<file path="config.mk">
export PLATFORM = sky130hd
export DESIGN_NAME = secr_top
export DESIGN_NICKNAME = d
export VERILOG_FILES = /design/src/design/secr_pkg.sv /design/src/design/secr_set.sv /design/src/design/secr_top.sv
export SDC_FILE = /design/constraint.sdc
export NUM_CORES = 1
export LEC_CHECK = 0
export BUFFER_PORTS_ARGS = -buffer_cell sky130_fd_sc_hd__buf_2
export CAP_MARGIN = 20
export CORE_MARGIN = 5
export CORE_UTILIZATION = 50
export DETAILED_ROUTE_END_ITERATION = 8
export PLACE_DENSITY = 0.77
export SLEW_MARGIN = 40
export SYNTH_ARGS = -nofsm -noshare
export SYNTH_HDL_FRONTEND = slang
export SYNTH_HIERARCHICAL = 1
export SYNTH_SLANG_ARGS = --single-unit
</file>
<file path="constraint.sdc">
create_clock -name MCLK -period 1.52 [get_ports MCLK]
set_input_delay 0.228 -clock MCLK [delete_from_list [all_inputs] [get_ports MCLK]]
set_output_delay 0.228 -clock MCLK [all_outputs]
set_load 0.01 [all_outputs]
</file>
<file path="src/design/secr_pkg.sv">
// Package for the status enable and condition register bank.
// Assumes a command decoder outside that turns host status commands into
// one-cycle strobes carrying a register set select and a 16-bit value.
package secr_pkg;

  // ==========================================================================
  // Widths and register sets
  // ==========================================================================
  localparam int unsigned STAT_W = 16;

  typedef enum logic [1:0] {
    SECR_SET_MEAS,
    SECR_SET_QUES,
    SECR_SET_OPER,
    SECR_SET_NONE
  } secr_set_t;

  typedef enum logic [1:0] {
    SECR_KIND_ENABLE,
    SECR_KIND_COND,
    SECR_KIND_EVENT,
    SECR_KIND_RSVD
  } secr_kind_t;

  // ==========================================================================
  // Implemented mask bits per set (unused positions read as zero)
  // ==========================================================================
  localparam logic [15:0] MEAS_MASK_IMPL = 16'h7bbf;
  localparam logic [15:0] QUES_MASK_IMPL = 16'h4110;
  localparam logic [15:0] OPER_MASK_IMPL = 16'h0430;
  localparam logic [15:0] MASK_RESET     = 16'h0000;
  localparam logic [15:0] MASK_ALL_ONES  = 16'hffff;

  // Measurement bit positions.
  localparam int unsigned MEAS_READING_OVER_RANGE      = 0;
  localparam int unsigned MEAS_BELOW_FIRST_LOWER_BOUND = 1;
  localparam int unsigned MEAS_ABOVE_FIRST_UPPER_BOUND = 2;
  localparam int unsigned MEAS_BELOW_SECOND_LOWER_BOUND = 3;
  localparam int unsigned MEAS_ABOVE_SECOND_UPPER_BOUND = 4;
  localparam int unsigned MEAS_NEW_RESULT_READY        = 5;
  localparam int unsigned MEAS_TRACE_STORE_HAS_TWO     = 7;
  localparam int unsigned MEAS_TRACE_STORE_HALF        = 8;
  localparam int unsigned MEAS_TRACE_STORE_FULL        = 9;
  localparam int unsigned MEAS_READING_UNDER_RANGE     = 11;
  localparam int unsigned MEAS_DISTORTION_FREQ_TOO_HIGH = 12;
  localparam int unsigned MEAS_DISTORTION_FREQ_TOO_LOW = 13;
  localparam int unsigned MEAS_SHAPING_FILTER_FAULT    = 14;
  // Questionable and operation bit positions.
  localparam int unsigned QUES_TEMPERATURE = 4;
  localparam int unsigned QUES_CALIBRATION = 8;
  localparam int unsigned QUES_CMD_WARNING = 14;
  localparam int unsigned OPER_MEASURING   = 4;
  localparam int unsigned OPER_TRIGGERING  = 5;
  localparam int unsigned OPER_IDLE        = 10;

  // ==========================================================================
  // Carriers
  // ==========================================================================
  typedef struct packed {
    logic       valid;
    logic       write;
    logic       preset;
    secr_set_t  set;
    secr_kind_t kind;
    logic [15:0] data;
  } secr_cmd_t;

  typedef struct packed {
    logic        valid;
    logic [15:0] data;
  } secr_rsp_t;

endpackage : secr_pkg

</file>
<file path="src/design/secr_set.sv">
// One status register set: enable mask, condition mirror and latched events.
// Assumes condition inputs are already synchronous to MCLK.
module secr_set
  import secr_pkg::*;
#(
  parameter logic [15:0] IMPL = 16'hffff
) (
  // Clock and reset.
  input  wire logic        clk,
  input  wire logic        rst,
  // Control strobes.
  input  wire logic        mask_wr,
  input  wire logic [15:0] mask_wdata,
  input  wire logic        mask_clr,
  input  wire logic        event_rd,
  // Status in and out.
  input  wire logic [15:0] cond_in,
  output logic      [15:0] mask,
  output logic      [15:0] cond,
  output logic      [15:0] events,
  output logic             summary
);

  logic [15:0] cond_q;
  logic [15:0] rise;

  // ==========================================================================
  // Condition register
  // ==========================================================================
  // Condition follows the live state every cycle.
  always_ff @(posedge clk) begin
    if (rst) begin
      cond_q <= MASK_RESET;
    end else begin
      cond_q <= cond_in & IMPL;
    end
  end
  assign cond = cond_q;

  // Rising edges of the conditions become events.
  assign rise = cond_in & IMPL & ~cond_q;

  // ==========================================================================
  // Event register
  // ==========================================================================
  // A read clears it, but a rise in the same cycle survives the clear.
  always_ff @(posedge clk) begin
    if (rst) begin
      events <= MASK_RESET;
    end else if (event_rd) begin
      events <= rise;
    end else begin
      events <= events | rise;
    end
  end

  // ==========================================================================
  // Enable mask
  // ==========================================================================
  // Preset beats a write in the same cycle; unused bits never store.
  always_ff @(posedge clk) begin
    if (rst) begin
      mask <= MASK_RESET;
    end else if (mask_clr) begin
      mask <= MASK_RESET;
    end else if (mask_wr) begin
      mask <= mask_wdata & IMPL;
    end
  end

  // Only unmasked events reach the next set up.
  assign summary = |(events & mask);

  a_mask_unused: assert property (@(posedge clk) disable iff (rst)
    (mask & ~IMPL) == MASK_RESET)
    else $error("unused mask bit set");
  a_event_clear: assert property (@(posedge clk) disable iff (rst)
    event_rd |=> events == $past(rise))
    else $error("event read did not clear");

endmodule // secr_set

</file>
<file path="src/design/secr_top.sv">
// Status enable and condition register bank for three register sets.
// Assumes a host command decoder on MCLK delivering one-cycle command strobes
// and live condition vectors synchronous to MCLK.
//
// Contract
// A mask takes the sum of bit weights; 0 clears all, 65535 sets all.
// A zero mask bit keeps its event from setting the next summary bit.
// A one mask bit lets its set event raise the next summary bit.
// Measurement mask bits are 0-5, 7-9 and 11-14 as listed.
// Questionable mask holds only bits 4, 8 and 14; bit 15 reads zero.
// Operation mask holds only bits 4, 5 and 10.
// Each of the three sets carries a condition register.
// A condition register always mirrors the present state.
// A condition query returns the register value with set bits as ones.
// Reading an event register clears it; condition reads do not.
// Preset clears the three enable masks and nothing else.
// An enable query returns the stored mask with unused bits as zero.
// Registers are 16 bits, bit n weighing two to the n.
module secr_top
  import secr_pkg::*;
(
  // Clock and reset.
  input  wire logic        MCLK,
  input  wire logic        RESET,
  // Host command port.
  input  secr_cmd_t        CMD,
  output secr_rsp_t        RSP,
  // Live conditions.
  input  wire logic [15:0] MEAS_COND,
  input  wire logic [15:0] QUES_COND,
  input  wire logic [15:0] OPER_COND,
  // Summary bits for the next register set up.
  output logic             MEAS_SUMMARY,
  output logic             QUES_SUMMARY,
  output logic             OPER_SUMMARY
);

  // ==========================================================================
  // Decode
  // ==========================================================================
  // Implemented bits of the three sets, packed so that each pass of the
  // generate loop can slice its own mask out by index.
  localparam logic [47:0] IMPL_ALL = {OPER_MASK_IMPL, QUES_MASK_IMPL,
                                      MEAS_MASK_IMPL};

  // Per-set views, indexed 0 for measurement, 1 questionable, 2 operation.
  logic [2:0]  sel;
  logic [2:0]  summ;
  logic [15:0] mask_v [3];
  logic [15:0] cond_v [3];
  logic [15:0] evt_v  [3];
  logic [15:0] cin_v  [3];
  logic        is_wr;
  logic        is_rd;
  logic [15:0] next_rdata;

  // Live condition pins gathered per set so that the loop can index them.
  assign cin_v[0] = MEAS_COND;
  assign cin_v[1] = QUES_COND;
  assign cin_v[2] = OPER_COND;
  // Only enable masks are writable; a write of another kind is dropped
  // here, and a preset strobe never counts as a query.
  assign is_wr = CMD.valid & CMD.write & (CMD.kind == SECR_KIND_ENABLE);
  assign is_rd = CMD.valid & ~CMD.write & ~CMD.preset;

  // ==========================================================================
  // Register sets
  // ==========================================================================
  // Same structure per set; only the implemented bits differ.
  for (genvar g = 0; g < 3; g++) begin : g_set
    assign sel[g] = (CMD.set == secr_set_t'(g));
    secr_set #(
      .IMPL (IMPL_ALL[g*STAT_W +: STAT_W])
    ) u_set (
      .clk        (MCLK),
      .rst        (RESET),
      .mask_wr    (is_wr & sel[g]),
      .mask_wdata (CMD.data),
      .mask_clr   (CMD.valid & CMD.preset),
      .event_rd   (is_rd & sel[g] & (CMD.kind == SECR_KIND_EVENT)),
      .cond_in    (cin_v[g]),
      .mask       (mask_v[g]),
      .cond       (cond_v[g]),
      .events     (evt_v[g]),
      .summary    (summ[g])
    );
  end

  // Each summary is a level for the next set up; it drops as soon as the
  // event is read out or the mask bit is cleared.
  assign MEAS_SUMMARY = summ[0];
  assign QUES_SUMMARY = summ[1];
  assign OPER_SUMMARY = summ[2];

  // ==========================================================================
  // Query answer
  // ==========================================================================
  // The value goes out as a plain 16-bit word; the decimal text is formed by
  // the command layer, so bit n keeps weight two to the n.
  // A set select of three matches no loop index and so answers zero.
  always_comb begin
    next_rdata = MASK_RESET;
    for (int i = 0; i < 3; i++) begin
      if (sel[i]) begin
        case (CMD.kind)
          SECR_KIND_ENABLE: next_rdata = mask_v[i];
          SECR_KIND_COND:   next_rdata = cond_v[i];
          SECR_KIND_EVENT:  next_rdata = evt_v[i];
          default:          next_rdata = MASK_RESET;
        endcase
      end
    end
  end

  // Answer one cycle after the query, from a register.
  // The word refreshes every cycle; only the strobe says it was asked for.
  always_ff @(posedge MCLK) begin
    if (RESET) begin
      RSP <= '0;
    end else begin
      RSP.valid <= is_rd;
      RSP.data  <= next_rdata;
    end
  end

  // ==========================================================================
  // Checks
  // ==========================================================================
  // An event reaches the next set up only through a set mask bit. These
  // checks start from the pins, so a summary wired past the mask shows up.
  a_mask_blocks: assert property (@(posedge MCLK) disable iff (RESET)
    !CMD.valid && (evt_v[0] & mask_v[0]) == 16'h0000 &&
    (MEAS_COND & ~cond_v[0] & mask_v[0]) == 16'h0000 |=> !MEAS_SUMMARY)
    else $error("masked event raised summary");
  a_mask_passes: assert property (@(posedge MCLK) disable iff (RESET)
    !CMD.valid && (OPER_COND & ~cond_v[2] & mask_v[2]) != 16'h0000 |=>
    OPER_SUMMARY)
    else $error("unmasked event did not raise summary");
  a_ques_blocks: assert property (@(posedge MCLK) disable iff (RESET)
    !CMD.valid && (evt_v[1] & mask_v[1]) == 16'h0000 &&
    (QUES_COND & ~cond_v[1] & mask_v[1]) == 16'h0000 |=> !QUES_SUMMARY)
    else $error("masked questionable event raised summary");

  // Stored masks: a write lands with its unused bits dropped, and a preset
  // empties all three even when it carries write data.
  a_write_stores: assert property (@(posedge MCLK) disable iff (RESET)
    is_wr && sel[0] && !CMD.preset |=> mask_v[0] == ($past(CMD.data)
    & MEAS_MASK_IMPL))
    else $error("mask write lost");
  a_preset_clears: assert property (@(posedge MCLK) disable iff (RESET)
    CMD.valid && CMD.preset |=> mask_v[0] == 16'h0000 &&
    mask_v[1] == 16'h0000 && mask_v[2] == 16'h0000)
    else $error("preset left a mask set");
  a_meas_unused: assert property (@(posedge MCLK) disable iff (RESET)
    (mask_v[0] & ~MEAS_MASK_IMPL) == 16'h0000)
    else $error("measurement unused bit set");
  a_ques_unused: assert property (@(posedge MCLK) disable iff (RESET)
    (mask_v[1] & ~QUES_MASK_IMPL) == 16'h0000)
    else $error("questionable unused bit set");
  a_ques_top_zero: assert property (@(posedge MCLK) disable iff (RESET)
    !mask_v[1][15] && !cond_v[1][15])
    else $error("questionable bit 15 set");
  a_oper_unused: assert property (@(posedge MCLK) disable iff (RESET)
    (mask_v[2] & ~OPER_MASK_IMPL) == 16'h0000)
    else $error("operation unused bit set");

  // Writes aimed at a condition or event register are dropped, so the
  // masks of all three sets hold still through them.
  a_write_refused: assert property (@(posedge MCLK) disable iff (RESET)
    CMD.valid && CMD.write && !CMD.preset &&
    CMD.kind != SECR_KIND_ENABLE |=> $stable(mask_v[0]) &&
    $stable(mask_v[1]) && $stable(mask_v[2]))
    else $error("refused write changed a mask");

  // Conditions follow their pins one cycle late; the edge that leaves reset
  // is skipped, because the registers were still held clear on it.
  a_cond_mirror: assert property (@(posedge MCLK) disable iff (RESET)
    ##1 ($past(RESET) ||
    cond_v[0] == ($past(MEAS_COND) & MEAS_MASK_IMPL)))
    else $error("condition not mirrored");
  a_ques_mirror: assert property (@(posedge MCLK) disable iff (RESET)
    ##1 ($past(RESET) ||
    cond_v[1] == ($past(QUES_COND) & QUES_MASK_IMPL)))
    else $error("questionable condition not mirrored");
  a_oper_mirror: assert property (@(posedge MCLK) disable iff (RESET)
    ##1 ($past(RESET) ||
    cond_v[2] == ($past(OPER_COND) & OPER_MASK_IMPL)))
    else $error("operation condition not mirrored");

  // ==========================================================================
  // Checks on answers
  // ==========================================================================
  // A query answers on the next edge with the word it addressed; nothing
  // else may raise the strobe, or the host would take a stale word.
  a_query_answer: assert property (@(posedge MCLK) disable iff (RESET)
    is_rd && sel[0] && CMD.kind == SECR_KIND_COND |=>
    RSP.valid && RSP.data == $past(cond_v[0]))
    else $error("condition query wrong");
  a_enable_query: assert property (@(posedge MCLK) disable iff (RESET)
    is_rd && sel[1] && CMD.kind == SECR_KIND_ENABLE |=>
    RSP.valid && RSP.data == $past(mask_v[1]))
    else $error("enable query wrong");
  a_event_query: assert property (@(posedge MCLK) disable iff (RESET)
    is_rd && sel[2] && CMD.kind == SECR_KIND_EVENT |=>
    RSP.valid && RSP.data == $past(evt_v[2]))
    else $error("event query wrong");
  a_no_set_zero: assert property (@(posedge MCLK) disable iff (RESET)
    is_rd && CMD.set == SECR_SET_NONE |=> RSP.valid && RSP.data == 16'h0000)
    else $error("query of no set returned data");
  a_answer_only: assert property (@(posedge MCLK) disable iff (RESET)
    !is_rd |=> !RSP.valid)
    else $error("answer without a query");

  // Main scenarios: raised summaries, a preset and two kinds of query.
  c_summary: cover property (@(posedge MCLK) MEAS_SUMMARY);
  c_oper_summary: cover property (@(posedge MCLK) OPER_SUMMARY);
  c_preset: cover property (@(posedge MCLK) CMD.valid && CMD.preset);
  c_event_read: cover property (@(posedge MCLK)
    is_rd && CMD.kind == SECR_KIND_EVENT && evt_v[2] != 16'h0000);
  c_cond_query: cover property (@(posedge MCLK)
    is_rd && CMD.kind == SECR_KIND_COND && cond_v[0] != 16'h0000);

endmodule // secr_top

</file>
# Word level (Yosys, flattened, before mapping)
# Cells that the tools add are included.
word_totals:
  inputBits: 73
  output_inout_bits: 20
  regBits: 132
  elab_cells: 61
classes:
  muxes: 9
  n_reduce_logical: 6
  n_bitwise: 28
  n_eq_ne: 4
ops:
  columns: ["cell", "n"]
  rows:
  - ["one-hot mux 16 bit (3 select lines)", 3]
  - ["two-way mux 16 bit", 6]
  - ["inverter 16 bit", 3]
  - ["bitwise OR 16 bit", 3]
  - ["OR reduction 16 bit", 3]
  - ["AND 15 x 16 -> 16 bit", 2]
  - ["AND 16 x 15 -> 16 bit", 2]
  - ["AND 11 x 16 -> 16 bit", 1]
  - ["AND 16 x 11 -> 16 bit", 1]
  - ["AND 1 bit", 14]
  - ["== test 2 x 1 -> 1 bit, second input constant", 2]
  - ["== test 2 bit, second input constant", 2]
  - ["zero test 2 bit", 2]
  - ["inverter 1 bit", 2]
  - ["OR reduction 2 bit", 1]

# Logic depth before layout (Yosys ltp)
# Gate-level depths: netlist of the first run.
logic_depth:
  word_depth: 6
  mapped_depth: 9
  depth_no_buf: 5

# Hierarchy
# Netlist of the first run, hierarchy kept.
modules_own_cells:
  columns: ["mod", "area_each_um2", "seq_area_each_um2", "cells_each", "n_inst"]
  rows:
  - ["secr_top", 1691.6, 340.3, 171, 1]
  - ["secr_set (g_set[0].u_set)", 1452.6, 780.7, 142, 1]
  - ["secr_set (g_set[1].u_set ...)", 611.8, 180.2, 70, 2]

# Worst setup path after synthesis of the first run
# Ideal clock, no wire load.
synth_path:
  path_kind: "input -> register"
  start: "in CMD[19] (netlist bit)"
  end: "reg g_set[0].u_set.mask[11]"
  t_arrival_ps: 1384
  setup_slack_ps: 21
  setup_time_ps: 114
  path_buffers: 4
  cell_stages: 8
  required_ps: 1406
  path_cell_list: "or2_1 -> buf_4 -> buf_4 -> nor2_1 -> buf_4 -> buf_4 -> mux2i_1 -> nor2_1"
synth_via:
  elab_chain_len: 2
synth_lines:
  columns: ["element", "line_no", "rtl"]
  rows:
  - ["start: declaration", "secr_top.sv:26", "input secr_cmd_t CMD,"]
  - ["zero test 2 bit", "secr_top.sv:71", "assign sel[g] = (CMD.set == secr_set_t'(g));"]
  - ["AND 1 bit", "secr_top.sv:77", ".mask_wr (is_wr & sel[g]),"]
  - ["end signal: assignment", "secr_set.sv:67", "mask <= mask_wdata & IMPL;"]
  - ["end: declaration", "secr_set.sv:18", "output logic [15:0] mask,"]
# No other way between the ends.
# A chain may end at the register's enable or synchronous reset.

# Worst setup path after layout of the first run
layout_path:
  start: "reg g_set[0].u_set.mask[9]"
  end: "out MEAS_SUMMARY"
layout_via:
  elab_chain_len: 2
layout_lines:
  columns: ["element", "line_no", "rtl"]
  rows:
  - ["AND 16 x 15 -> 16 bit", "secr_set.sv:72", "assign summary = |(events & mask);"]
  - ["OR reduction 16 bit", "secr_set.sv:72", null]
  - ["end: declaration", "secr_top.sv:33", "output logic MEAS_SUMMARY,"]
# No other way between the ends.

==> reports/results.txt, run 1 <==
H-Tree Depth - 3
Synth Cell Area - 0.004368 sq mm
Yosys warning total - 6
largest net degree at the start of global routing - 24
hold endpoint - g_set[1].u_set/cond[4]
endpoints failing setup - 1
via count - 3345
Final Non-Filler Cells - 639
Max Slew Vio Count - 0
Critical Path Source Type - flop
register area - 0.001485 sq mm
DIE HEIGHT - 103.5 microns
Max Freq - 593.1 MHz
n_diodes - 0
pre-CTS setup slack - -0.05268 ns
ANT nets after route - 0
Max VDD drop - 0.8330 mV
CTS clk-pin slew, worst paths - 0.08 ns
synthesized flop and latch total - 74
most common cell after layout, fill and taps aside - conb_1
Die Wd - 103.5 microns
Detail Placement HPWL - 7.354 mm
vias in the first global route - 3382
clock root buffer - clkbuf_8
starting density of the core - 50.58%
HP Class - in -> reg
first-pass GRT wire length - 16.04 mm
Tmin final - 1.686 ns
area of the multi-input gates - 0.002323 sq mm
fin nets - 599
WL final - 9.875 mm
core box area - 0.008636 sq mm
Rows - 34
RePlAce Congestion - 0.8354
Fillers - 777
initial drt markers - 169
Num Clock Sinks - 74
Hold Path Depth - 2
Final Hold Fails - 0
worst r2r dst - RSP[1]
final period utilization - 110.9%
Max-Cap Viols - 0
Clock Latency Late Sink - 0.35 ns
R2R Setup Slk - 0.20 ns
Syn Inst Count - 453
Pwr Total - 4051 uW
Clock Skew - 0.008691 ns
Final Instance Area - 0.004726 sq mm
placed instance area - 0.004552 sq mm
power per cell area - 857.2 mW/mm^2
outcome - finished, violations left
CTS Buf Count - 9
synthesis-to-finish area growth - 8.192%
drt pass-1 iters - 5
r2r worst-path depth - 3
Worst setup EP type - output pin
commonest non-fill, non-tap cells in the layout - conb_1, dfxtp_1, buf_2
syn_area_per_cell - 9.642 sq um
placed insts - 622
WP data arrival - 1.46 ns
RSZ-0062 raised after global routing - yes
CTS tree - yes
share of cells above drive strength 1 - 30.51%
area leader, netlist - dfxtp_1
post-synth top area share - 33.92%
failing checks - negative setup slack
post-DR wirelength/cell - 15.45 microns
origin of the critical flop-to-flop path - g_set[0].u_set/mask[1]
WS Path Type - reg -> out
DRC - 0
GRT Total Usage - 19.28%
GRT overflow - 0
Static Leak - 0.002043 uW
initial antenna violation count - 0
Synth area leaders - dfxtp_1, buf_4, mux2_2
worst hold start - QUES_COND[4]
Clock Path Buffers - 2
Post-Route Setup TNS - -0.1660 ns
top-level port count - 93
Crit path required time - 1.29 ns
worst setup margin - -0.1660 ns
Seq/Total Area, Yosys - 33.92%
Die Area - 0.01071 sq mm
post-synthesis cell type count - 32
DR vias/cell - 5.235
I/O Buffers - 61
CP max FO - 3
final cells by class:
type                    instances  area share, %
repair buffers                 92          12.71
clock inverters                 5         0.6619
flip-flops and latches         74          31.43
multi-input cells             344          49.17
clock buffers                  11          2.780
inverters                       5         0.3971
well taps                     108          2.859
flip-flops by register name, indices dropped and copies added, names as in the netlist:
| name | flops |
|---|---|
| RSP | 17 |
| g_set.u_set/mask | 19 |
| g_set.u_set/cond | 19 |
| g_set.u_set/events | 19 |
worst max path at each step:
stage | start | to | slack, ns | cells past startpoint
after floorplan | CMD[19] | g_set[0].u_set/mask[11] | 0.02 | 8
after global placement | CMD[17] | RSP[14] | -0.05 | 6
after detailed placement | CMD[17] | RSP[10] | -0.05 | 5
after CTS | g_set[0].u_set/events[9] | MEAS_SUMMARY | -0.18 | 4
after global routing | g_set[0].u_set/mask[9] | MEAS_SUMMARY | -0.27 | 4
final | g_set[0].u_set/mask[9] | MEAS_SUMMARY | -0.17 | 4
worst max-delay path: stages (launching register included):
cell and delay (ns):
dfxtp_2 0.33, a222oi_1 0.32, and3_1 0.21, nand4_1 0.09, buf_2 0.16
kinds of logic (layout without fill, tap and decap cells):
family | Yosys count | in the layout | share of synthesized area, %
other cells | 3 | 87 | 0.2578
simple gates | 114 | 114 | 15.30
compound gates | 76 | 76 | 13.69
mux | 67 | 67 | 16.73
flops | 74 | 74 | 33.92
buf+inv | 119 | 113 | 20.11
stage by stage:
step / utilization, % / hold slack [ns]
floorplan: - / 0.2995
global placement: 52.71 / 0.4570
detailed placement: 52.71 / 0.4616
CTS: 54.61 / 0.09155
global route: 54.72 / 0.09744
finish: 54.72 / 0.1009
synth_stat cells (all sizes together):
master and instances:
buf 111, dfxtp 74, a221oi 48, mux2 48, nand2b 38, nor2 23, a21oi 19, mux2i 19
nor2b 16, nor4 16, nor3 6, a22oi 5, and2b 4, a222oi 3, clkbuf 3, conb 3
inv 3, nand2 3, clkinv 2, nand4 2, or2 2, a21o 1, and2 1, and3 1
nand3 1, nor3b 1
per-layer routing:
metal | part of all wire [%] | vias to the layer above | global-route usage (%)
met5 | 0 | - | 0
met4 | 2.3 | 0 | 7.968
met3 | 5.6 | 25 | 4.091
met2 | 51 | 111 | 33.33
met1 | 41 | 1599 | 23.14
li1 | - | 1610 | -
timing repair:
item	in CTS	in global routing
gates resized for setup	1	2
endpoints found under the hold margin	0	0
pin swaps	0	3
buffers inserted	0	1
setup endpoints to repair	1	2
hold buffers	0	0
power by group:
group	internal (uW)	switching, uW
clock network	588	729
registers	2030	52.0
logic	316	334
total	2940	1120
(Power assumes the default switching activity.)
==> run 2: changes to the inputs <==
Settings changed: PLACE_DENSITY 0.77 to 0.78.
==> reports/results.txt, run 2 (synthesized netlist as in run 1, its figures left out) <==
Post-Route Setup TNS - -0.1383 ns (was -0.1660 ns)
CP max FO - 2 (was 3)
DR vias/cell - 5.246 (was 5.235)
RSZ-0062 raised after global routing - yes (unchanged)
clock root buffer - clkbuf_8 (unchanged)
Worst setup EP type - output pin (unchanged)
DIE HEIGHT - 103.5 microns (unchanged)
most common cell after layout, fill and taps aside - conb_1 (unchanged)
core box area - 0.008636 sq mm (unchanged)
Max-Cap Viols - 0 (unchanged)
Num Clock Sinks - 74 (unchanged)
endpoints failing setup - 1 (unchanged)
Detail Placement HPWL - 7.215 mm (was 7.354 mm)
Tmin final - 1.658 ns (was 1.686 ns)
Max Slew Vio Count - 0 (unchanged)
WP data arrival - 1.43 ns (was 1.46 ns)
CTS clk-pin slew, worst paths - 0.08 ns (about the same)
r2r worst-path depth - 4 (was 3)
Die Area - 0.01071 sq mm (unchanged)
largest net degree at the start of global routing - 28 (was 24)
CTS tree - yes (unchanged)
WS Path Type - reg -> out (unchanged)
Max VDD drop - 0.5698 mV (was 0.8330 mV)
crit path to - MEAS_SUMMARY (unchanged)
R2R Setup Slk - 0.16 ns (was 0.20 ns)
Fillers - 782 (was 777)
Final Util - 54.75% (was 54.72%)
via count - 3342 (was 3345)
Rows - 34 (unchanged)
worst setup margin - -0.1383 ns (was -0.1660 ns)
worst r2r dst - RSP[9] (was RSP[1])
worst path cell trace - a222oi_1, and3_1, nand4_1, buf_2 (unchanged)
crit-path leading delay family - flip-flops (unchanged)
CP Launch Point - g_set[0].u_set/mask[9] (unchanged)
Max Freq - 603.0 MHz (was 593.1 MHz)
Clock Latency Late Sink - 0.36 ns (was 0.35 ns)
first-pass GRT wire length - 16.30 mm (was 16.04 mm)
HP Class - in -> reg (unchanged)
starting density of the core - 50.58% (unchanged)
power per cell area - 901.5 mW/mm^2 (was 857.2 mW/mm^2)
slowest cell on the critical path - dfxtp_2 (unchanged)
drt pass-1 iters - 5 (unchanged)
Die Wd - 103.5 microns (unchanged)
area of the multi-input gates - 0.002323 sq mm (unchanged)
CP peak stage delay - 0.33 ns (about the same)
placed insts - 620 (was 622)
cell depth of the worst setup path - 4 (unchanged)
post-DR wirelength/cell - 15.80 microns (was 15.45 microns)
vias in the first global route - 3407 (was 3382)
top-level port count - 93 (unchanged)
n_diodes - 0 (unchanged)
Crit path required time - 1.29 ns (about the same)
WL final - 10.06 mm (was 9.875 mm)
initial antenna violation count - 0 (unchanged)
GRT overflow - 0 (unchanged)
H-Tree Depth - 3 (unchanged)
Clock Path Buffers - 2 (unchanged)
Final Non-Filler Cells - 637 (was 639)
DRC - 0 (unchanged)
GRT Total Usage - 19.72% (was 19.28%)
Static Leak - 0.002044 uW (was 0.002043 uW)
Critical Path Source Type - flop (unchanged)
outcome - finished, violations left (unchanged)
synthesis-to-finish area growth - 8.250% (was 8.192%)
origin of the critical flop-to-flop path - g_set[0].u_set/mask[9] (was g_set[0].u_set/mask[1])
commonest non-fill, non-tap cells in the layout - conb_1, dfxtp_1, buf_2 (unchanged)
register area - 0.001485 sq mm (unchanged)
Final Hold Fails - 0 (unchanged)
I/O Buffers - 61 (unchanged)
failing checks - negative setup slack (unchanged)
hold slack - 0.09522 ns (was 0.1009 ns)
final period utilization - 109.1% (was 110.9%)
Clock Skew - 0.007595 ns (was 0.008691 ns)
ANT nets after route - 0 (unchanged)
CTS Buf Count - 9 (unchanged)
initial drt markers - 172 (was 169)
share of cells above drive strength 1 - 30.43% (was 30.51%)
fin nets - 597 (was 599)
RePlAce Congestion - 0.8240 (was 0.8354)
CP bufs+invs - 1 (unchanged)
-- run 2: report_power, final --
part	switching, uW	internal (uW)
sequential	52.9	2030
combinational	338	309
clock	767	765
-- run 2: metrics by stage --
stage	setup slack [ns]	cell area (sq um)	total power [uW]
floorplan	0.02132	4683	2702
global placement	-0.1122	4524	2732
detailed placement	-0.1215	4524	2753
CTS	-0.1460	4726	4269
global route	-0.2191	4728	4452
finish	-0.1383	4728	4263
-- run 2: cell type report --
class                      count  share of cell area [%]
multi-input combinational    344                   49.14
timing repair buffer          90                   12.12
sequential                    74                   31.41
inverter                       5                  0.3969
clock buffer                  10                   2.699
clock inverter                 6                   1.376
tap                          108                   2.858
-- run 2: worst min path at each step --
stage / depth (start not counted) / slack [ns] / end / start
3_5_place_dp: 2 / 0.46 / g_set[0].u_set/cond[5] / MEAS_COND[5]
4_1_cts: 2 / 0.09 / g_set[0].u_set/cond[7] / MEAS_COND[7]
2_1_floorplan: 1 / 0.30 / RSP[16] / RESET
6_report: 2 / 0.1 / g_set[0].u_set/cond[5] / MEAS_COND[5]
5_1_grt: 2 / 0.09 / g_set[0].u_set/cond[5] / MEAS_COND[5]
3_3_place_gp: 2 / 0.46 / g_set[2].u_set/cond[10] / OPER_COND[10]
-- run 2: per-layer routing --
| layer | GRT usage (%) | vias to the layer above | part of all wire, % |
|---|---|---|---|
| met4 | 7.669 | 0 | 3.0 |
| met3 | 4.628 | 33 | 6.1 |
| met1 | 24.58 | 1588 | 42 |
| met2 | 32.94 | 110 | 49 |
| li1 | - | 1611 | - |
| met5 | 0 | - | 0 |
-- run 2: timing repair --
action / 4_1_cts / 5_1_grt
endpoints found under the setup margin: 1 / 2
resized for setup: 1 / 2
pin swaps: 2 / 2
cloned: 0 / 0
hold buffers: 0 / 0
buffers inserted: 1 / 0
==> run 3: changes to the inputs <==
Settings changed: ABC_CLOCK_PERIOD_IN_PS from default to 1520, HOLD_SLACK_MARGIN from default to 0.1.
==> reports/results.txt, run 3 (synthesized netlist as in run 1, its figures left out) <==
outcome - finished, violations left (unchanged)
failing checks - negative setup slack (unchanged)
WS Path Type - reg -> out (unchanged)
DR vias/cell - 5.219 (was 5.246)
RSZ-0062 raised after global routing - yes (unchanged)
DIE HEIGHT - 103.5 microns (unchanged)
share of cells above drive strength 1 - 29.87% (was 30.43%)
initial drt markers - 147 (was 172)
I/O Buffers - 61 (unchanged)
CTS Buf Count - 9 (unchanged)
DRC - 0 (unchanged)
Post-Route Setup TNS - -0.1523 ns (was -0.1383 ns)
ANT nets after route - 0 (unchanged)
Clk pwr share - 35.7% (was 35.9%)
endpoints failing setup - 1 (unchanged)
GRT Total Usage - 19.82% (was 19.72%)
Clock Skew - 0.007253 ns (was 0.007595 ns)
fin nets - 607 (was 597)
Max VDD drop - 0.5792 mV (was 0.5698 mV)
Hold Path Depth - 2 (unchanged)
drt pass-1 iters - 4 (was 5)
Detail Placement HPWL - 7.215 mm (unchanged)
n_diodes - 0 (unchanged)
Die Wd - 103.5 microns (unchanged)
most common cell after layout, fill and taps aside - conb_1 (unchanged)
hold slack - 0.1093 ns (was 0.09522 ns)
Worst setup EP type - output pin (unchanged)
grt met2 use - 33.09% (was 32.94%)
starting density of the core - 50.58% (unchanged)
top-level port count - 93 (unchanged)
CTS clk-pin slew, worst paths - 0.08 ns (about the same)
Tmin final - 1.672 ns (was 1.658 ns)
largest net degree at the start of global routing - 28 (unchanged)
GRT overflow - 0 (unchanged)
Die Area - 0.01071 sq mm (unchanged)
initial antenna violation count - 0 (unchanged)
Final Hold Fails - 0 (unchanged)
final period utilization - 110.0% (was 109.1%)
Fillers - 772 (was 782)
GRT met1 Usage - 24.78% (was 24.58%)
H-Tree Depth - 3 (unchanged)
combinational power share - 15.6% (was 15.2%)
Max Slew Vio Count - 0 (unchanged)
net switching power - 1158 uW (about the same)
Clock Path Buffers - 2 (unchanged)
Clock Latency Late Sink - 0.35 ns (was 0.36 ns)
core box area - 0.008636 sq mm (unchanged)
Critical Path Source Type - flop (unchanged)
Flop pwr share - 48.7% (was 48.9%)
post-DR wirelength/cell - 15.71 microns (was 15.80 microns)
r2r worst-path depth - 4 (unchanged)
Int Power - 3122 uW (was 3105 uW)
CTS tree - yes (unchanged)
clock root buffer - clkbuf_8 (unchanged)
Crit path required time - 1.29 ns (about the same)
Num Clock Sinks - 74 (unchanged)
WL final - 10.16 mm (was 10.06 mm)
RePlAce Congestion - 0.8240 (unchanged)
met3 Usage GRT - 4.561% (was 4.628%)
Net Sw Frac - 27.07% (was 27.16%)
WP data arrival - 1.44 ns (was 1.43 ns)
HP Class - in -> reg (unchanged)
via count - 3377 (was 3342)
pre-CTS setup slack - -0.1215 ns (unchanged)
power per cell area - 886.4 mW/mm^2 (was 901.5 mW/mm^2)
Max-Cap Viols - 0 (unchanged)
worst setup margin - -0.1523 ns (was -0.1383 ns)
commonest non-fill, non-tap cells in the layout - conb_1, dfxtp_1, buf_2 (unchanged)
Static Leak - 0.002085 uW (was 0.002044 uW)
vias in the first global route - 3430 (was 3407)
synthesis-to-finish area growth - 10.54% (was 8.250%)
GR peak layer - met2 (unchanged)
CP max FO - 2 (unchanged)
first-pass GRT wire length - 16.39 mm (was 16.30 mm)
Final Util - 55.91% (was 54.75%)
Rows - 34 (unchanged)
Max Freq - 598.0 MHz (was 603.0 MHz)
## run 3: cell count changes in the layout (fill, tap and decap cells not counted)
cell | before | now
dlygate4sd3_1 | 0 | 10
## run 3: power groups by stage
| stage | Sequential, uW | Combinational, uW | Clock, uW |
|---|---|---|---|
| after floorplan | 2120 | 578 | 0 |
| after global placement | 2120 | 609 | 0 |
| after detailed placement | 2130 | 627 | 0 |
| after CTS | 2080 | 652 | 1550 |
| after global routing | 2090 | 737 | 1640 |
| final | 2080 | 667 | 1530 |
## run 3: cell type report
cell class / count / area (sq um) / area share, %
multi-input cells: 344 / 2323 / 48.12
flip-flops and latches: 74 / 1485 / 30.76
repair buffers: 100 / 673.1 / 13.94
well taps: 108 / 135.1 / 2.799
clock buffers: 10 / 127.6 / 2.643
clock inverters: 6 / 65.06 / 1.347
inverters: 5 / 18.77 / 0.3887
## run 3: path summary, 6_finish.rpt
check	from	endpoint	slack [ns]
worst min register to register	g_set[2].u_set/events[4]	g_set[2].u_set/events[4]	0.49
worst max register to register	g_set[0].u_set/mask[9]	RSP[9]	0.16
worst min-delay path	QUES_COND[14]	g_set[1].u_set/cond[14]	0.11
worst max-delay path	g_set[0].u_set/mask[9]	MEAS_SUMMARY	-0.15
## run 3: critical path: stages (launching register included)
cell and delay (ns):
dfxtp_2 0.33, a222oi_1 0.31, and3_1 0.19, nand4_1 0.10, buf_2 0.17
## run 3: metrics by stage
step	instance area [sq um]	cells	total power (uW)
floorplan	4683	537	2702
global placement	4524	620	2732
detailed placement	4524	620	2753
CTS	4826	647	4289
global route	4828	647	4473
finish	4828	647	4280
## run 3: timing repair
item | CTS | global route
resized for setup | 1 | 2
hold endpoints to repair | 10 | 0
endpoints found under the setup margin | 1 | 2
setup buffers | 1 | 0
pin swaps | 2 | 2
hold buffers | 10 | 0
## run 3: metal layers
| metal | up-vias | routed length, microns | part of all wire (%) |
|---|---|---|---|
| met5 | - | 0 | 0 |
| met4 | 0 | 269 | 2.6 |
| met3 | 26 | 591 | 5.8 |
| met2 | 112 | 5002 | 49 |
| met1 | 1614 | 4298 | 42 |
| li1 | 1625 | - | - |
